**src/rtl/rxm_pkg.sv**
```systemverilog
// Constants, field layout and state codes of the receiver back end
package rxm_pkg;

  // Clock and base tick
  localparam int CLK_NS      = 10;
  localparam int TICK_NS     = 1000;
  localparam int BASE_DIV    = TICK_NS / CLK_NS;

  // Fixed delays, in ns, and as counts of base ticks
  localparam int T_STARTUP_NS = 1_000_000;
  localparam int T_ON1_NS     = 20_000;
  localparam int T_ON2_NS     = 20_000;
  localparam int T_ON3_NS     = 20_000;
  localparam int T_OFF2_NS    = 500_000;
  localparam int T_SYNC_NS    = 200_000;
  localparam int T_OFF10_NS   = 200_000;
  localparam logic [15:0] STARTUP_TK = 16'(T_STARTUP_NS / TICK_NS);
  localparam logic [15:0] ON1_TK     = 16'(T_ON1_NS / TICK_NS);
  localparam logic [15:0] ON2_TK     = 16'(T_ON2_NS / TICK_NS);
  localparam logic [15:0] ON3_TK     = 16'(T_ON3_NS / TICK_NS);
  localparam logic [15:0] OFF2_TK    = 16'(T_OFF2_NS / TICK_NS);
  localparam logic [15:0] SYNC_TK    = 16'(T_SYNC_NS / TICK_NS);
  localparam logic [15:0] OFF10_TK   = 16'(T_OFF10_NS / TICK_NS);
  localparam logic [15:0] SLEEP_UNIT = 16'h0400;
  localparam logic [4:0]  SLEEP_PERM = 5'h1f;

  // Clock pulse delay and width, in ns and in pclk cycles
  localparam int T_DLY2_NS   = 1_000;
  localparam int T_CLKHI_NS  = 2_000;
  localparam logic [7:0] DLY2_CYC  = 8'((T_DLY2_NS + CLK_NS - 1) / CLK_NS);
  localparam logic [7:0] CLKHI_CYC = 8'((T_CLKHI_NS + CLK_NS - 1) / CLK_NS);

  // Limits counted in extended ticks
  localparam logic [5:0]  DATA_MIN_XT  = 6'h06;
  localparam logic [7:0]  DATA_LMAX_XT = 8'hc8;
  localparam logic [11:0] OFF_MIN_XT   = 12'h100;
  localparam logic [11:0] CFG_RST_XT   = 12'hfa0;
  localparam logic [6:0]  SP_MAX       = 7'h7f;

  // APB register map
  localparam logic [11:0] ADDR_CONFIG = 12'h000;
  localparam logic [11:0] ADDR_LIMIT  = 12'h004;
  localparam logic [11:0] ADDR_STATUS = 12'h008;

  // operation_config_reg fields
  localparam int CFG_BAND_LSB  = 0;
  localparam int CFG_NCHK_LSB  = 2;
  localparam int CFG_NG_BIT    = 4;
  localparam int CFG_SLEEP_LSB = 5;
  localparam int CFG_BIPH_BIT  = 10;
  localparam logic [1:0] DEF_BAND  = 2'h0;
  localparam logic [1:0] DEF_NCHK  = 2'h1;
  localparam logic       DEF_NG    = 1'b1;
  localparam logic [4:0] DEF_SLEEP = 5'h06;
  localparam logic       DEF_BIPH  = 1'b0;

  // Window register fields
  localparam int LIM_MIN_LSB = 0;
  localparam int LIM_MAX_LSB = 8;
  localparam logic [5:0] DEF_LMIN = 6'h15;
  localparam logic [5:0] DEF_LMAX = 6'h29;

  // Status register fields
  localparam int ST_STATE_LSB = 0;
  localparam int ST_CLK_BIT   = 8;
  localparam int ST_DATA_BIT  = 9;
  localparam int ST_LAT_BIT   = 10;

  // Off command phases
  localparam logic [1:0] OFF_WAIT = 2'h0;
  localparam logic [1:0] OFF_SYNC = 2'h1;
  localparam logic [1:0] OFF_TAIL = 2'h2;

  typedef enum logic [5:0] {
    ST_SLEEP   = 6'b00_0001,
    ST_STARTUP = 6'b00_0010,
    ST_CHECK   = 6'b00_0100,
    ST_RECEIVE = 6'b00_1000,
    ST_OFFCMD  = 6'b01_0000,
    ST_PDELAY  = 6'b10_0000
  } rxm_state_t;

endpackage

```
**src/rtl/rxm_core.sv**
```systemverilog
// Receiver mode control, data cleanup and shift clock recovery
//
// The address map and the APB interface to the registers were chosen for this implementation.
`timescale 1ns/10ps

// Notes on behaviour
// - All edge checks passing enters receiving mode and drives data pin.
// - Receiving mode persists until host explicitly returns to polling or, with noise gate set, until the stream ends.
// - Demodulator resampled on extended tick; edges land on tick multiples.
// - Minimum spacing between output data edges suppresses spikes.
// - Data output low time capped by a maximum hold time.
// - After stream ends, stay active; pin high or noise per gate bit.
// - Host low beyond limit resets both configuration registers.
// - Sleep via data pin yields one single sync pulse.
// - Off command is host low, then three fixed intervals, then sleep (startup if polling pin low).
// - Polling pin low then high plus fixed delay resumes polling at sleep.
// - Polling pin low leaves sleep after delay; sleep word, count ignored.
// - Sleep word at maximum sleeps while polling pin stays high.
// - Clock recovery accepts only single or double interval spacings.
// - Single interval window reuses bit-check lower and upper counts.
// - Double window is sum minus/plus half difference, rounded up.
// - Clock starts after double start bit; fixed delay after pin edge.
// - Violation stops clock, reruns check in receive, restarts on start bit.
// - Zero check count or forced mode: clock after double start bit.
// - Bi-phase streams get clock pulse at end of bit period.
// - Clock pulse only after sensed pin equals driven level, plus delay.
// - Noise gate set: end of stream enters check, pin high.
// - Baud band scales extended tick by eight, four, two, one.
// - Check spacing below lower or reaching upper count aborts to sleep before first receive.
module rxm_core
  import rxm_pkg::*;
#(
  parameter int BASE_DIV_P = BASE_DIV
) (
  input  wire logic        pclk,
  input  wire logic        presetn,
  input  wire logic        psel,
  input  wire logic        penable,
  input  wire logic        pwrite,
  input  wire logic [11:0] paddr,
  input  wire logic [31:0] pwdata,
  output logic      [31:0] prdata,
  output logic             pready,
  output logic             pslverr,
  input  wire logic        demod_in,
  input  wire logic        data_pin_in,
  output logic             data_pin_out,
  output logic             data_pin_oe,
  input  wire logic        polling_n_in,
  output logic             data_clk_out,
  output logic             rx_mode
);

  if (BASE_DIV_P < 1 || BASE_DIV_P > 256) begin
    $error("BASE_DIV_P must lie in 1..256");
  end

  localparam logic [7:0] DIV_LAST = 8'(BASE_DIV_P - 1);

  typedef struct packed {
    rxm_state_t  st;
    logic [1:0]  dm_s;
    logic [1:0]  dp_s;
    logic [1:0]  po_s;
    logic [7:0]  div;
    logic [2:0]  xdiv;
    logic        btk;
    logic        xtk;
    logic        dem_r;
    logic        idat;
    logic        lmax_hit;
    logic [6:0]  sp;
    logic [7:0]  lowc;
    logic [4:0]  ok;
    logic        phase;
    logic        clk_run;
    logic        clk_pend;
    logic [7:0]  cdly;
    logic        clk_out;
    logic [7:0]  chi;
    logic [15:0] tmr;
    logic [11:0] hlow;
    logic [15:0] plow;
    logic [1:0]  offph;
    logic [1:0]  guard;
    logic        rx_lat;
    logic [1:0]  band;
    logic [1:0]  nchk;
    logic        noise_gate;
    logic [4:0]  sleepw;
    logic        biphase;
    logic [5:0]  lmin;
    logic [5:0]  lmax;
    logic [31:0] prdata;
  } rxm_regs_t;

  localparam rxm_regs_t RST = '{
    st: ST_SLEEP, dm_s: 2'h3, dp_s: 2'h3, po_s: 2'h3, dem_r: 1'b1,
    idat: 1'b1, band: DEF_BAND, nchk: DEF_NCHK, noise_gate: DEF_NG,
    sleepw: DEF_SLEEP, biphase: DEF_BIPH, lmin: DEF_LMIN,
    lmax: DEF_LMAX, default: '0};

  rxm_regs_t q;
  rxm_regs_t next_q;

  logic       drive_low;
  logic       forced;
  logic [6:0] lo2;
  logic [6:0] hi2;

  always_comb begin
    drive_low = ((q.st == ST_RECEIVE) && !q.idat) ||
                ((q.st == ST_OFFCMD) && (q.offph == OFF_SYNC));
    forced    = !q.po_s[1];
    lo2 = 7'(q.lmin) + 7'(q.lmax) - 7'((q.lmax - q.lmin) >> 1);
    hi2 = 7'(q.lmin) + 7'(q.lmax)
        + 7'((7'(q.lmax) - 7'(q.lmin) + 7'h01) >> 1);
  end

  always_comb begin
    logic [2:0] xlast;
    logic       target;
    logic       flip;
    logic       edge_e;
    logic [6:0] meas;
    logic       is_t;
    logic       is_2t;
    logic [4:0] need;
    logic       hl_sense;
    logic       pol_rise;
    logic       pin_match;
    logic       emit;
    logic       wr;
    next_q    = q;
    xlast     = 3'(4'h8 >> q.band) - 3'h1;
    target    = 1'b1;
    flip      = 1'b0;
    edge_e    = 1'b0;
    meas      = '0;
    is_t      = 1'b0;
    is_2t     = 1'b0;
    need      = forced ? 5'h00 : 5'(q.nchk) * 5'h06;
    hl_sense  = 1'b0;
    pol_rise  = q.po_s[1] && (q.plow >= ON2_TK);
    pin_match = (q.dp_s[1] == !drive_low);
    emit      = 1'b0;
    wr        = psel && penable && pwrite;

    // Synchronisers
    next_q.dm_s = {q.dm_s[0], demod_in};
    next_q.dp_s = {q.dp_s[0], data_pin_in};
    next_q.po_s = {q.po_s[0], polling_n_in};

    // Base and extended tick
    next_q.btk = (q.div == DIV_LAST);
    next_q.div = (q.div == DIV_LAST) ? 8'h00 : q.div + 8'h01;
    next_q.xtk = 1'b0;
    if (q.btk) begin
      next_q.xdiv = (q.xdiv >= xlast) ? 3'h0 : q.xdiv + 3'h1;
      next_q.xtk  = (q.xdiv >= xlast);
    end

    // Resampling, spike suppression, low limit
    if (q.xtk) begin
      next_q.dem_r = q.dm_s[1];
      target = q.lmax_hit ? 1'b1 : q.dem_r;
      flip   = (target != q.idat) && (q.sp >= DATA_MIN_XT);
      edge_e = flip;
      meas   = (q.sp == SP_MAX) ? SP_MAX : q.sp + 7'h01;
      next_q.sp = flip ? 7'h00 : meas;
      if (flip) begin
        next_q.idat = !q.idat;
      end
      if (q.idat || flip) begin
        next_q.lowc = 8'h00;
      end else if (q.lowc != 8'hff) begin
        next_q.lowc = q.lowc + 8'h01;
      end
      if (!q.idat && (q.lowc >= DATA_LMAX_XT)) begin
        next_q.lmax_hit = 1'b1;
      end else if (q.dem_r) begin
        next_q.lmax_hit = 1'b0;
      end
    end
    is_t  = (meas >= q.lmin) && (meas < q.lmax);
    is_2t = (7'(meas) >= lo2) && (7'(meas) < hi2);

    // Polling pin low time
    if (q.po_s[1]) begin
      next_q.plow = '0;
    end else if (q.btk && (q.plow != 16'hffff)) begin
      next_q.plow = q.plow + 16'h0001;
    end

    // Host low detection on the open drain pin
    next_q.guard = drive_low ? 2'h3 : ((q.guard != 2'h0) ? q.guard - 2'h1
                                                         : 2'h0);
    hl_sense = !q.dp_s[1] && !drive_low && (q.guard == 2'h0);
    if (hl_sense) begin
      if (q.xtk && (q.hlow != 12'hfff)) begin
        next_q.hlow = q.hlow + 12'h001;
      end
    end else begin
      next_q.hlow = '0;
    end

    // Timer in base ticks
    if (q.btk && (q.tmr != 16'hffff)) begin
      next_q.tmr = q.tmr + 16'h0001;
    end

    unique case (q.st)
      ST_SLEEP: begin
        if (forced && (q.plow >= ON1_TK)) begin
          next_q.st = ST_STARTUP;
        end else if (!forced && (q.sleepw != SLEEP_PERM) &&
                     (q.tmr >= 16'(q.sleepw) * SLEEP_UNIT)) begin
          next_q.st = ST_STARTUP;
        end
      end
      ST_STARTUP: begin
        if (q.tmr >= STARTUP_TK) begin
          next_q.st = ST_CHECK;
          next_q.ok = '0;
        end
      end
      ST_CHECK: begin
        if (need == 5'h00 || q.ok >= need) begin
          next_q.st     = ST_RECEIVE;
          next_q.rx_lat = 1'b1;
          next_q.ok     = need;
        end else if (edge_e && is_t) begin
          next_q.ok = q.ok + 5'h01;
        end else if ((edge_e && !is_t) ||
                     (q.xtk && !edge_e && meas >= q.lmax)) begin
          next_q.ok = '0;
          if (!q.rx_lat && !forced) begin
            next_q.st = ST_SLEEP;
          end
        end
      end
      ST_RECEIVE: begin
        if (edge_e && (is_t || is_2t)) begin
          if (q.ok < need) begin
            next_q.ok = q.ok + 5'h01;
          end
          if (!q.clk_run) begin
            if (is_2t && q.ok >= need) begin
              next_q.clk_run = 1'b1;
              next_q.phase   = 1'b0;
              emit           = 1'b1;
            end
          end else if (is_2t && q.phase) begin
            next_q.clk_run = 1'b0;
            next_q.ok      = '0;
          end else if (is_2t) begin
            emit = 1'b1;
          end else begin
            next_q.phase = !q.phase;
            emit         = q.phase;
          end
        end else if ((edge_e || (q.xtk && 7'(meas) >= hi2)) &&
                     (q.clk_run || q.ok != 5'h00)) begin
          next_q.clk_run = 1'b0;
          next_q.ok      = '0;
          if (q.noise_gate) begin
            next_q.st = ST_CHECK;
          end
        end
      end
      ST_OFFCMD: begin
        unique case (q.offph)
          OFF_WAIT: if (q.tmr >= OFF2_TK) begin
            next_q.offph = OFF_SYNC;
            next_q.tmr   = '0;
          end
          OFF_SYNC: if (q.tmr >= SYNC_TK) begin
            next_q.offph = OFF_TAIL;
            next_q.tmr   = '0;
          end
          default: if (q.tmr >= OFF10_TK) begin
            next_q.st = forced ? ST_STARTUP : ST_SLEEP;
          end
        endcase
      end
      ST_PDELAY: begin
        if (q.tmr >= ON3_TK) begin
          next_q.st = ST_SLEEP;
        end
      end
      default: next_q.st = ST_SLEEP;
    endcase

    // Explicit return to polling
    if (q.st == ST_CHECK || q.st == ST_RECEIVE) begin
      if (pol_rise) begin
        next_q.st = ST_PDELAY;
      end else if (!hl_sense && q.hlow >= OFF_MIN_XT) begin
        next_q.st    = ST_OFFCMD;
        next_q.offph = OFF_WAIT;
      end
    end
    if (next_q.st != q.st) begin
      next_q.tmr = '0;
      if (next_q.st != ST_RECEIVE) begin
        next_q.clk_run = 1'b0;
      end
      if (next_q.st == ST_SLEEP || next_q.st == ST_PDELAY) begin
        next_q.rx_lat = 1'b0;
      end
    end

    // Clock pulse after the pin settles
    if (emit) begin
      next_q.clk_pend = 1'b1;
      next_q.cdly     = '0;
    end else if (q.clk_pend && pin_match) begin
      if (q.cdly >= DLY2_CYC - 8'h01) begin
        next_q.clk_pend = 1'b0;
        next_q.clk_out  = 1'b1;
        next_q.chi      = '0;
      end else begin
        next_q.cdly = q.cdly + 8'h01;
      end
    end
    if (q.clk_out) begin
      next_q.chi = q.chi + 8'h01;
      if (q.chi >= CLKHI_CYC - 8'h01) begin
        next_q.clk_out = 1'b0;
      end
    end

    // APB register access
    if (wr && paddr == ADDR_CONFIG) begin
      next_q.band       = pwdata[CFG_BAND_LSB +: 2];
      next_q.nchk       = pwdata[CFG_NCHK_LSB +: 2];
      next_q.noise_gate = pwdata[CFG_NG_BIT];
      next_q.sleepw     = pwdata[CFG_SLEEP_LSB +: 5];
      next_q.biphase    = pwdata[CFG_BIPH_BIT];
    end
    if (wr && paddr == ADDR_LIMIT) begin
      next_q.lmin = pwdata[LIM_MIN_LSB +: 6];
      next_q.lmax = pwdata[LIM_MAX_LSB +: 6];
    end
    if (!hl_sense && q.hlow >= CFG_RST_XT) begin
      next_q.band       = DEF_BAND;
      next_q.nchk       = DEF_NCHK;
      next_q.noise_gate = DEF_NG;
      next_q.sleepw     = DEF_SLEEP;
      next_q.biphase    = DEF_BIPH;
      next_q.lmin       = DEF_LMIN;
      next_q.lmax       = DEF_LMAX;
    end
    if (psel && !penable) begin
      next_q.prdata = '0;
      unique case (paddr)
        ADDR_CONFIG: begin
          next_q.prdata[CFG_BAND_LSB +: 2]  = q.band;
          next_q.prdata[CFG_NCHK_LSB +: 2]  = q.nchk;
          next_q.prdata[CFG_NG_BIT]         = q.noise_gate;
          next_q.prdata[CFG_SLEEP_LSB +: 5] = q.sleepw;
          next_q.prdata[CFG_BIPH_BIT]       = q.biphase;
        end
        ADDR_LIMIT: begin
          next_q.prdata[LIM_MIN_LSB +: 6] = q.lmin;
          next_q.prdata[LIM_MAX_LSB +: 6] = q.lmax;
        end
        ADDR_STATUS: begin
          next_q.prdata[ST_STATE_LSB +: 6] = q.st;
          next_q.prdata[ST_CLK_BIT]        = q.clk_run;
          next_q.prdata[ST_DATA_BIT]       = q.idat;
          next_q.prdata[ST_LAT_BIT]        = q.rx_lat;
        end
        default: next_q.prdata = '0;
      endcase
    end
  end

  always_ff @(posedge pclk or negedge presetn) begin
    if (!presetn) begin
      q <= RST;
    end else begin
      q <= next_q;
    end
  end

  // Outputs
  always_comb begin
    prdata       = q.prdata;
    pready       = 1'b1;
    pslverr      = psel && penable && (paddr != ADDR_CONFIG) &&
                   (paddr != ADDR_LIMIT) && (paddr != ADDR_STATUS);
    data_pin_out = 1'b0;
    data_pin_oe  = drive_low;
    data_clk_out = q.clk_out;
    rx_mode      = (q.st == ST_RECEIVE);
  end

endmodule

```
**config.mk**
```make
export PLATFORM = sky130hd
export DESIGN_NAME = rxm_core
export DESIGN_NICKNAME = d
export VERILOG_FILES = /design/src/rtl/rxm_pkg.sv /design/src/rtl/rxm_core.sv
export SDC_FILE = /design/constraint.sdc
export NUM_CORES = 1
export LEC_CHECK = 0
export ABC_CLOCK_PERIOD_IN_PS = 9690
export BUFFER_PORTS_ARGS = -buffer_cell sky130_fd_sc_hd__clkbuf_2
export CAP_MARGIN = 25
export CORE_ASPECT_RATIO = 0.75
export CORE_MARGIN = 2
export CORE_UTILIZATION = 48
export DETAILED_ROUTE_END_ITERATION = 7
export PLACE_DENSITY = 0.66
export SLEW_MARGIN = 5
export SYNTH_ARGS = -nofsm -noshare
export SYNTH_HDL_FRONTEND = slang
export SYNTH_SLANG_ARGS = --single-unit
```
**constraint.sdc**
```tcl
create_clock -name pclk -period 9.69 [get_ports pclk]
set_clock_uncertainty 0.05 [all_clocks]
set_input_delay 0.969 -clock pclk [delete_from_list [all_inputs] [get_ports pclk]]
set_output_delay 0.969 -clock pclk [all_outputs]
set_load 0.1 [all_outputs]
```
==> flow_results.xml, run 1 <==
<?xml version="1.0" encoding="UTF-8"?>
<metrics>
  <group name="logic_synthesis">
    <metric name="synth_compound_area_share" unit="%">15.7</metric>
    <metric name="yosys.area_share.xor_xnor" unit="%">6.94</metric>
    <metric name="postSynthCellCount" unit="">1201</metric>
    <metric name="synth_top_cells_by_area" unit="">sky130_fd_sc_hd__dfrtp_1 32%, sky130_fd_sc_hd__ha_1 9.9%, sky130_fd_sc_hd__nand2_1 5.1%, sky130_fd_sc_hd__dfstp_2 4.8%, sky130_fd_sc_hd__a21oi_1 3.9%</metric>
    <metric name="synth_top_family_by_area" unit="">simple AND/OR/NAND/NOR gates</metric>
    <metric name="post-synth-top-area-fraction" unit="%">32.3</metric>
    <metric name="synth_top_area_cell" unit="">sky130_fd_sc_hd__dfrtp_1</metric>
    <metric name="synthSimpleGateAreaFrac" unit="%">21.9</metric>
    <metric name="synth-warning-count" unit="">0</metric>
    <metric name="synth_adder_area_share" unit="%">10.7</metric>
    <metric name="yosysUniqueCellTypes" unit="">81</metric>
    <metric name="asyncSetResetFlopFracSynth" unit="%">100</metric>
    <metric name="netlist_top_cells_count" unit="">142 x sky130_fd_sc_hd__nand2_1, 135 x sky130_fd_sc_hd__dfrtp_1, 107 x sky130_fd_sc_hd__nor2_1</metric>
    <metric name="synth_enable_flop_cells" unit="">0</metric>
    <metric name="synth_ff_type" unit="">sky130_fd_sc_hd__dfrtp_1</metric>
    <metric name="synth_mux_area_share" unit="%">1.16</metric>
    <metric name="synth-seq-area-share" unit="%">37.1</metric>
    <metric name="netlist_area" unit="µm²">10500</metric>
    <metric name="mean_instance_size_in_the_synthesized_netlist" unit="µm²">8.71</metric>
    <metric name="ys_seq_elements" unit="">154</metric>
    <metric name="synth_most_common_cell" unit="">sky130_fd_sc_hd__nand2_1</metric>
  </group>
  <group name="clock_network">
    <metric name="clkSinkCount" unit="">154</metric>
    <metric name="cts.hold.buffers_added" unit="">0</metric>
    <metric name="cts_htree_levels" unit="">4</metric>
    <metric name="ctsResizeCount" unit="">0</metric>
    <metric name="clk_latency" unit="ns">0.44</metric>
    <metric name="clock_tree.root_cell" unit="">sky130_fd_sc_hd__clkbuf_16</metric>
    <metric name="post_cts_buffers" unit="">0</metric>
    <metric name="cts_buffer_depth" unit="">2</metric>
    <metric name="tritoncts" unit="">built</metric>
    <metric name="numCtsBuffers" unit="">17</metric>
    <metric name="cts.reportedPaths.clkPinSlew" unit="ns">0.07</metric>
  </group>
  <group name="timing">
    <metric name="time_the_final_worst_path_needs_with_i_o_delays_and_setup" unit="ns">6.35</metric>
    <metric name="finalMaxSlewViolations" unit="">0</metric>
    <metric name="tightestPinTransition" unit="ns">0.980</metric>
    <metric name="hold_viol_final" unit="">0</metric>
    <metric name="max_clock_freq" unit="MHz">158</metric>
    <metric name="totalNegativeSetupSlack" unit="ns">0</metric>
    <metric name="worst_hold_slack" unit="ns">0.306</metric>
    <metric name="finalWorstSetupSlack" unit="ns">3.34</metric>
    <metric name="setup_repair_after_global_routing_missed_its_margin" unit="">no</metric>
    <metric name="worst_slew_margin_rel" unit="%">34.4</metric>
    <metric name="fin_crit_sh" unit="%">65.5</metric>
    <metric name="finalSetupViolCount" unit="">0</metric>
  </group>
  <group name="pwr">
    <metric name="max-vdd-ir-drop" unit="mV">0.116</metric>
    <metric name="power.net_switching" unit="mW">0.452</metric>
    <metric name="power-per-cell-area" unit="nW/µm²">136</metric>
    <metric name="total_power" unit="mW">1.54</metric>
    <metric name="sw_frac_of_total" unit="%">29.3</metric>
    <metric name="p_clk_share" unit="%">44.9</metric>
    <metric name="p_leak" unit="nW">5.23</metric>
    <metric name="combPwrFrac" unit="%">12.1</metric>
    <metric name="seq_power_share" unit="%">43.0</metric>
    <metric name="power.internal" unit="mW">1.09</metric>
  </group>
  <group name="layout">
    <metric name="post-route-util" unit="%">53.5</metric>
    <metric name="share_of_final_layout_standard_cells_stronger_than_drive_strength_1" unit="%">10.5</metric>
    <metric name="layout_area_growth_over_synthesis" unit="%">8.63</metric>
    <metric name="ff_latch_area" unit="µm²">3880</metric>
    <metric name="multiInputGateArea" unit="µm²">5970</metric>
    <metric name="fillCellCount" unit="">1959</metric>
    <metric name="num_antenna_cells" unit="">0</metric>
    <metric name="nets" unit="">1360</metric>
  </group>
  <group name="placed_design">
    <metric name="hpwlAfterDp" unit="µm">17900</metric>
    <metric name="globalplace.congestion" unit="">0.881</metric>
    <metric name="port_buffers" unit="">51</metric>
    <metric name="place_ws" unit="ns">3.45</metric>
  </group>
  <group name="worst_setup_path">
    <metric name="timing_worst_setup_path_type" unit="">flop to flop</metric>
    <metric name="cp_slowest_cell" unit="">sky130_fd_sc_hd__dfstp_2</metric>
    <metric name="worstSetupStartpointType" unit="">flop</metric>
    <metric name="worstPathBufferInverterCount" unit="">2</metric>
    <metric name="path_delay_family" unit="">compound AO/OA/AOI/OAI gates</metric>
    <metric name="worst_ep_required_time" unit="ns">9.93</metric>
    <metric name="slowest_delay" unit="ns">0.59</metric>
    <metric name="cp.arrival" unit="ns">6.58</metric>
    <metric name="path_cells" unit="">ha_1 &gt; inv_1 &gt; fa_1 &gt; xor2_1 &gt; inv_1 &gt; fa_1 &gt; a21o_1 &gt; a21oi_1 &gt; o21bai_1 &gt; a21oi_1 &gt; xor2_1 &gt; ha_1 &gt; and3_1 &gt; a221o_1 &gt; a31oi_1 &gt; nor3_1 &gt; o311ai_1 &gt; nand2_1 &gt; o21ai_1 &gt; nor3_1</metric>
    <metric name="endpoint_kind" unit="">flop</metric>
    <metric name="worst-path-max-fanout" unit="">9</metric>
  </group>
  <group name="floorplan">
    <metric name="initial_utilization" unit="%">49.2</metric>
    <metric name="fp-row-count" unit="">46</metric>
    <metric name="die_h" unit="µm">132</metric>
    <metric name="io_pins" unit="">90</metric>
    <metric name="die_x" unit="µm">174</metric>
    <metric name="coreArea" unit="µm²">21200</metric>
    <metric name="dieArea" unit="µm²">23000</metric>
  </group>
  <group name="global_routing">
    <metric name="grt_antenna_before_repair" unit="">0</metric>
    <metric name="grt_pass1_vias" unit="">7937</metric>
    <metric name="groute.usage.overall" unit="%">21.7</metric>
    <metric name="global_route_wire_length_before_repair" unit="µm">40700</metric>
    <metric name="gr-total-overflow" unit="">0</metric>
    <metric name="grt_max_degree" unit="">85</metric>
  </group>
  <group name="route">
    <metric name="routedWlPerCell" unit="µm">15.9</metric>
    <metric name="drt_iter0_drc" unit="">611</metric>
    <metric name="antenna_violating_nets_post_route" unit="">0</metric>
    <metric name="drc_errors" unit="">0</metric>
    <metric name="postRouteWirelength" unit="µm">24200</metric>
    <metric name="vias" unit="">8426</metric>
    <metric name="vias_per_cell" unit="">5.54</metric>
    <metric name="drt_first_pass_iters" unit="">5</metric>
  </group>
  <group name="flow_run">
    <metric name="maxCapViolCount" unit="">0</metric>
  </group>
  <group name="min_path">
    <metric name="hold_path.class" unit="">flop to flop</metric>
  </group>
  <group name="outcome">
    <metric name="status" unit="">finished clean</metric>
  </group>
</metrics>
-- cells in the final DEF (no fill, tap or decap), types with 8 or more instances in the layout --
cell type and count:
sky130_fd_sc_hd__or3_1 10, sky130_fd_sc_hd__conb_1 20, sky130_fd_sc_hd__clkbuf_2 50, sky130_fd_sc_hd__nand2_1 142
sky130_fd_sc_hd__and3_1 13, sky130_fd_sc_hd__nor2b_1 10, sky130_fd_sc_hd__nand4_1 27, sky130_fd_sc_hd__o21ai_0 63
sky130_fd_sc_hd__nor3_1 28, sky130_fd_sc_hd__clkbuf_16 17, sky130_fd_sc_hd__nor2_1 107, sky130_fd_sc_hd__a31oi_1 8
sky130_fd_sc_hd__dfrtp_1 135, sky130_fd_sc_hd__nand2b_1 10, sky130_fd_sc_hd__nand3_1 43, sky130_fd_sc_hd__dfstp_2 19
sky130_fd_sc_hd__a21o_1 16, sky130_fd_sc_hd__nor4_1 28, sky130_fd_sc_hd__or2_2 8, sky130_fd_sc_hd__mux2i_1 11
sky130_fd_sc_hd__xor2_1 37, sky130_fd_sc_hd__ha_1 83, sky130_fd_sc_hd__and2_1 10, sky130_fd_sc_hd__o21a_1 10
sky130_fd_sc_hd__a21oi_1 81, sky130_fd_sc_hd__o211ai_1 14, sky130_fd_sc_hd__inv_1 71, sky130_fd_sc_hd__xnor2_1 44
-- worst paths after layout --
path | startpoint | endpoint | slack, ns | cells past startpoint
max | q[38]$_DFFE_PN1P_ | q[97]$_DFF_PN0_ | 3.34 | 20
min | next_q[161]$_DFF_PN1_ | q[161]$_DFF_PN1_ | 0.31 | 0
max reg2reg | q[38]$_DFFE_PN1P_ | q[97]$_DFF_PN0_ | 3.34 | 20
min reg2reg | next_q[161]$_DFF_PN1_ | q[161]$_DFF_PN1_ | 0.31 | 0
max in group asynchronous | presetn | q[156]$_DFF_PN0_ | 7.62 | 2
min in group asynchronous | presetn | prdata[13]$_DFFE_PN0P_ | 0.50 | 1
-- power by group through the flow --
stage / clock, mW / sequential (mW) / combinational [mW]
4_1_cts: 0.704 / 0.663 / 0.185
3_3_place_gp: 0 / 0.675 / 0.184
6_report: 0.691 / 0.663 / 0.186
3_5_place_dp: 0 / 0.675 / 0.183
2_1_floorplan: 0 / 0.663 / 0.150
5_1_grt: 0.734 / 0.664 / 0.202
-- registers in the layout, indices dropped and copies added (netlist names) --
register	flops
next_q	3
q	136
prdata	14
data_clk_out	1
-- kinds of logic (layout without fill, tap and decap cells) --
| family | Yosys count | after routing |
|---|---|---|
| buffers and inverters | 141 | 156 |
| AO/OA/AOI/OAI | 256 | 256 |
| flip-flops | 154 | 154 |
| multiplexers | 12 | 12 |
| adder cells (fa/ha/maj) | 87 | 87 |
| XOR/XNOR | 82 | 82 |
| AND/OR/NAND/NOR | 467 | 467 |
| other | 2 | 20 |
-- worst reg2reg max path, cell delays in order, from the launching register on --
cell                       delay [ns]
sky130_fd_sc_hd__dfstp_2         0.59
sky130_fd_sc_hd__ha_1            0.15
sky130_fd_sc_hd__inv_1           0.06
sky130_fd_sc_hd__fa_1            0.40
sky130_fd_sc_hd__xor2_1          0.37
sky130_fd_sc_hd__inv_1           0.15
sky130_fd_sc_hd__fa_1            0.46
sky130_fd_sc_hd__a21o_1          0.18
sky130_fd_sc_hd__a21oi_1         0.22
sky130_fd_sc_hd__o21bai_1        0.09
sky130_fd_sc_hd__a21oi_1         0.17
sky130_fd_sc_hd__xor2_1          0.31
sky130_fd_sc_hd__ha_1            0.31
sky130_fd_sc_hd__and3_1          0.20
sky130_fd_sc_hd__a221o_1         0.29
sky130_fd_sc_hd__a31oi_1         0.38
sky130_fd_sc_hd__nor3_1          0.25
sky130_fd_sc_hd__o311ai_1        0.57
sky130_fd_sc_hd__nand2_1         0.37
sky130_fd_sc_hd__o21ai_1         0.50
sky130_fd_sc_hd__nor3_1          0.12
-- layout make-up --
class	instances	area share [%]
Sequential cell	154	34.1
Multi-Input combinational cell	924	52.6
Clock inverter	15	1.60
Inverter	72	2.38
Clock buffer	17	3.75
Timing Repair Buffer	52	2.37
Tap cell	288	3.17
-- routing by layer --
layer,part of all wire [%],GRT usage (%),up-vias
met4,1.0,5.14,0
met3,6.0,3.63,19
li1,-,-,4229
met2,41,31.2,205
met1,52,33.8,3973
met5,0,0,-
-- stage by stage --
| step | instances | instance area, µm² |
|---|---|---|
| 3_5_place_dp | 1490 | 10800 |
| 5_1_grt | 1522 | 11400 |
| 6_report | 1522 | 11400 |
| 2_1_floorplan | 1219 | 10500 |
| 3_3_place_gp | 1490 | 10800 |
| 4_1_cts | 1522 | 11400 |
Note: power is estimated with default switching activity, not from simulation.
==> run 2: changes to the inputs <==
Settings changed: ABC_CLOCK_PERIOD_IN_PS 9690 to 5450, PLACE_DENSITY 0.66 to 0.69.
Clock period 9.69 ns to 5.45 ns, I/O delays scaled along.
==> run 2 against run 1 <==
Global-route usage up 0.99 points. Critical path depth increased by 5. Routed wire length rose by 5.9%. Critical path type unchanged.
==> flow_results.xml, run 2 (synthesized netlist as in run 1, its figures left out) <==
<?xml version="1.0" encoding="UTF-8"?>
<metrics>
  <group name="layout">
    <metric name="post-route-util" unit="%">56.8</metric>
    <metric name="layout_area_growth_over_synthesis" unit="%">15.3</metric>
    <metric name="ff_latch_area" unit="µm²">3880</metric>
    <metric name="nets" unit="">1417</metric>
    <metric name="multiInputGateArea" unit="µm²">6200</metric>
    <metric name="fillCellCount" unit="">1927</metric>
    <metric name="most-common-layout-cells" unit="">142 x sky130_fd_sc_hd__nand2_1, 135 x sky130_fd_sc_hd__dfrtp_1, 105 x sky130_fd_sc_hd__nor2_1</metric>
    <metric name="registers.top_by_ff_count" unit="">q</metric>
    <metric name="share_of_final_layout_standard_cells_stronger_than_drive_strength_1" unit="%">17.3</metric>
    <metric name="num_antenna_cells" unit="">0</metric>
    <metric name="layout_commonest_cell" unit="">sky130_fd_sc_hd__nand2_1</metric>
    <metric name="stdcell_count" unit="">1579</metric>
    <metric name="largest_register_ff_count" unit="">136</metric>
  </group>
  <group name="route">
    <metric name="drt_iter0_drc" unit="">662</metric>
    <metric name="vias" unit="">8861</metric>
    <metric name="postRouteWirelength" unit="µm">25600</metric>
    <metric name="drt_first_pass_iters" unit="">5</metric>
    <metric name="routedWlPerCell" unit="µm">16.2</metric>
    <metric name="antenna_violating_nets_post_route" unit="">0</metric>
    <metric name="drc_errors" unit="">0</metric>
    <metric name="vias_per_cell" unit="">5.61</metric>
  </group>
  <group name="worst_setup_path">
    <metric name="cp.arrival" unit="ns">5.53</metric>
    <metric name="worst_r2r_endpoint" unit="">q[106]$_DFFE_PN0P_</metric>
    <metric name="endpoint_kind" unit="">flop</metric>
    <metric name="first_element_of_the_critical_path" unit="">q[38]$_DFFE_PN1P_</metric>
    <metric name="endpoint" unit="">q[106]$_DFFE_PN0P_</metric>
    <metric name="reg2reg_setup_slack" unit="ns">0.18</metric>
    <metric name="r2r_start" unit="">q[38]$_DFFE_PN1P_</metric>
    <metric name="reg2regPathDepth" unit="">25</metric>
    <metric name="worstSetupStartpointType" unit="">flop</metric>
    <metric name="worst_ep_required_time" unit="ns">5.71</metric>
    <metric name="worst-path-max-fanout" unit="">5</metric>
    <metric name="timing_worst_setup_path_type" unit="">flop to flop</metric>
  </group>
  <group name="floorplan">
    <metric name="fp-row-count" unit="">46</metric>
    <metric name="die_h" unit="µm">132</metric>
    <metric name="coreArea" unit="µm²">21200</metric>
    <metric name="initial_utilization" unit="%">49.2</metric>
    <metric name="dieArea" unit="µm²">23000</metric>
    <metric name="io_pins" unit="">90</metric>
    <metric name="die_x" unit="µm">174</metric>
  </group>
  <group name="timing">
    <metric name="tightestPinTransition" unit="ns">0.895</metric>
    <metric name="fin_crit_sh" unit="%">96.8</metric>
    <metric name="finalMaxSlewViolations" unit="">0</metric>
    <metric name="finalSetupViolCount" unit="">0</metric>
    <metric name="setup_repair_after_global_routing_missed_its_margin" unit="">yes</metric>
    <metric name="worst_slew_margin_rel" unit="%">40.1</metric>
    <metric name="worst_hold_slack" unit="ns">0.146</metric>
    <metric name="max_clock_freq" unit="MHz">190</metric>
    <metric name="finalWorstSetupSlack" unit="ns">0.177</metric>
    <metric name="time_the_final_worst_path_needs_with_i_o_delays_and_setup" unit="ns">5.27</metric>
    <metric name="hold_viol_final" unit="">0</metric>
  </group>
  <group name="placed_design">
    <metric name="hpwlAfterDp" unit="µm">18500</metric>
    <metric name="placedCellCount" unit="">1535</metric>
    <metric name="globalplace.congestion" unit="">0.888</metric>
    <metric name="port_buffers" unit="">51</metric>
    <metric name="place_ws" unit="ns">-0.294</metric>
  </group>
  <group name="flow_run">
    <metric name="maxCapViolCount" unit="">0</metric>
  </group>
  <group name="global_routing">
    <metric name="global_route_wire_length_before_repair" unit="µm">42500</metric>
    <metric name="met1_track_demand_over_resource" unit="%">34.3</metric>
    <metric name="grt_pass1_vias" unit="">8392</metric>
    <metric name="global_route.usage.met2" unit="%">33.8</metric>
    <metric name="grt.busiest_layer" unit="">met1</metric>
    <metric name="grt_antenna_before_repair" unit="">0</metric>
    <metric name="groute.usage.overall" unit="%">22.7</metric>
    <metric name="grt_max_degree" unit="">70</metric>
    <metric name="gr-total-overflow" unit="">0</metric>
    <metric name="global_route.usage.met3" unit="%">3.63</metric>
  </group>
  <group name="clock_network">
    <metric name="clkSinkCount" unit="">154</metric>
    <metric name="tritoncts" unit="">built</metric>
    <metric name="clk_latency" unit="ns">0.43</metric>
    <metric name="numCtsBuffers" unit="">17</metric>
    <metric name="cts_htree_levels" unit="">4</metric>
    <metric name="cts_buffer_depth" unit="">2</metric>
    <metric name="cts.reportedPaths.clkPinSlew" unit="ns">0.07</metric>
    <metric name="clock_tree.root_cell" unit="">sky130_fd_sc_hd__clkbuf_16</metric>
  </group>
  <group name="pwr">
    <metric name="p_leak" unit="nW">5.54</metric>
    <metric name="power-per-cell-area" unit="nW/µm²">232</metric>
    <metric name="max-vdd-ir-drop" unit="mV">0.225</metric>
    <metric name="total_power" unit="mW">2.80</metric>
  </group>
  <group name="outcome">
    <metric name="status" unit="">finished clean</metric>
  </group>
  <group name="min_path">
    <metric name="number_of_cells_on_the_worst_hold_path" unit="">1</metric>
    <metric name="hold_path.class" unit="">input pin to flop</metric>
  </group>
</metrics>
## run 2: cell types whose count changed in the layout (fill, tap and decap cells not counted), moves of 4 or more
| cell | previous run | this run |
|---|---|---|
| sky130_fd_sc_hd__inv_8 | 4 | 0 |
| sky130_fd_sc_hd__a21oi_2 | 0 | 9 |
| sky130_fd_sc_hd__a21oi_1 | 81 | 72 |
| sky130_fd_sc_hd__fa_1 | 4 | 0 |
| sky130_fd_sc_hd__o21ai_0 | 63 | 51 |
| sky130_fd_sc_hd__o21ai_1 | 7 | 16 |
| sky130_fd_sc_hd__buf_4 | 1 | 52 |
| sky130_fd_sc_hd__fa_2 | 0 | 4 |
| sky130_fd_sc_hd__ha_1 | 83 | 79 |
## run 2: power by group
group / internal (mW) / total (mW) / switching (mW)
Clock: 0.784 / 1.28 / 0.496
Sequential: 1.16 / 1.18 / 0.0230
Combinational: 0.0927 / 0.341 / 0.248
Total: 2.03 / 2.80 / 0.767
## run 2: worst min-delay path by stage
| stage | startpoint | to | slack (ns) |
|---|---|---|---|
| after global placement | next_q[163]$_DFF_PN1_ | q[163]$_DFF_PN1_ | 0.30 |
| after CTS | data_pin_in | next_q[163]$_DFF_PN1_ | 0.13 |
| after global routing | demod_in | next_q[165]$_DFF_PN1_ | 0.13 |
| final | data_pin_in | next_q[163]$_DFF_PN1_ | 0.15 |
| after detailed placement | next_q[165]$_DFF_PN1_ | q[165]$_DFF_PN1_ | 0.30 |
| after floorplan | presetn | data_clk_out$_DFF_PN0_ | 0.20 |
## run 2: area by class of cell
cell class                      instances  share of cell area (%)
Tap cell                              288                    2.99
Sequential cell                       154                    32.2
Inverter                               72                    2.24
Clock inverter                         13                    1.57
Clock buffer                           19                    3.67
Multi-Input combinational cell        925                    51.4
Timing Repair Buffer                  108                    5.93
## run 2: critical path: stages, from the launching register on
cell and delay (ns):
sky130_fd_sc_hd__dfstp_2 0.56, sky130_fd_sc_hd__ha_4 0.13, sky130_fd_sc_hd__inv_2 0.04, sky130_fd_sc_hd__fa_2 0.58, sky130_fd_sc_hd__ha_2 0.29, sky130_fd_sc_hd__ha_4 0.17
sky130_fd_sc_hd__fa_2 0.37, sky130_fd_sc_hd__a21oi_2 0.16, sky130_fd_sc_hd__nor2_2 0.05, sky130_fd_sc_hd__nor2_2 0.10, sky130_fd_sc_hd__o21bai_1 0.11, sky130_fd_sc_hd__a21oi_2 0.16
sky130_fd_sc_hd__xnor2_1 0.09, sky130_fd_sc_hd__ha_1 0.34, sky130_fd_sc_hd__a21oi_2 0.15, sky130_fd_sc_hd__o21ai_2 0.08, sky130_fd_sc_hd__or2_4 0.27, sky130_fd_sc_hd__or2_4 0.26
sky130_fd_sc_hd__inv_2 0.06, sky130_fd_sc_hd__ha_1 0.22, sky130_fd_sc_hd__and2_4 0.17, sky130_fd_sc_hd__o221ai_2 0.14, sky130_fd_sc_hd__buf_6 0.16, sky130_fd_sc_hd__a41oi_4 0.17
sky130_fd_sc_hd__o21ai_1 0.17, sky130_fd_sc_hd__o21ai_1 0.08
## run 2: what timing repair did
action                                 CTS  global route
setup buffers                            0            10
resized for setup                        8            56
endpoints found under the hold margin    3             0
cloned                                   1             0
setup endpoints to repair               21            42
pin swaps                                3            34
hold buffers                             1             0
## run 2: per-layer routing
metal | part of all wire, % | wire length (µm)
met1 | 50 | 12800
met2 | 43 | 11000
met3 | 5.6 | 1430
met4 | 1.3 | 336
met5 | 0 | 0
## run 2: stage by stage
step,TNS (ns),area (µm²)
final,0,12100
after detailed placement,-2.64,11100
after global placement,-1.48,11100
after global routing,-0.317,12100
after floorplan,0,10500
after CTS,-0.0546,11800
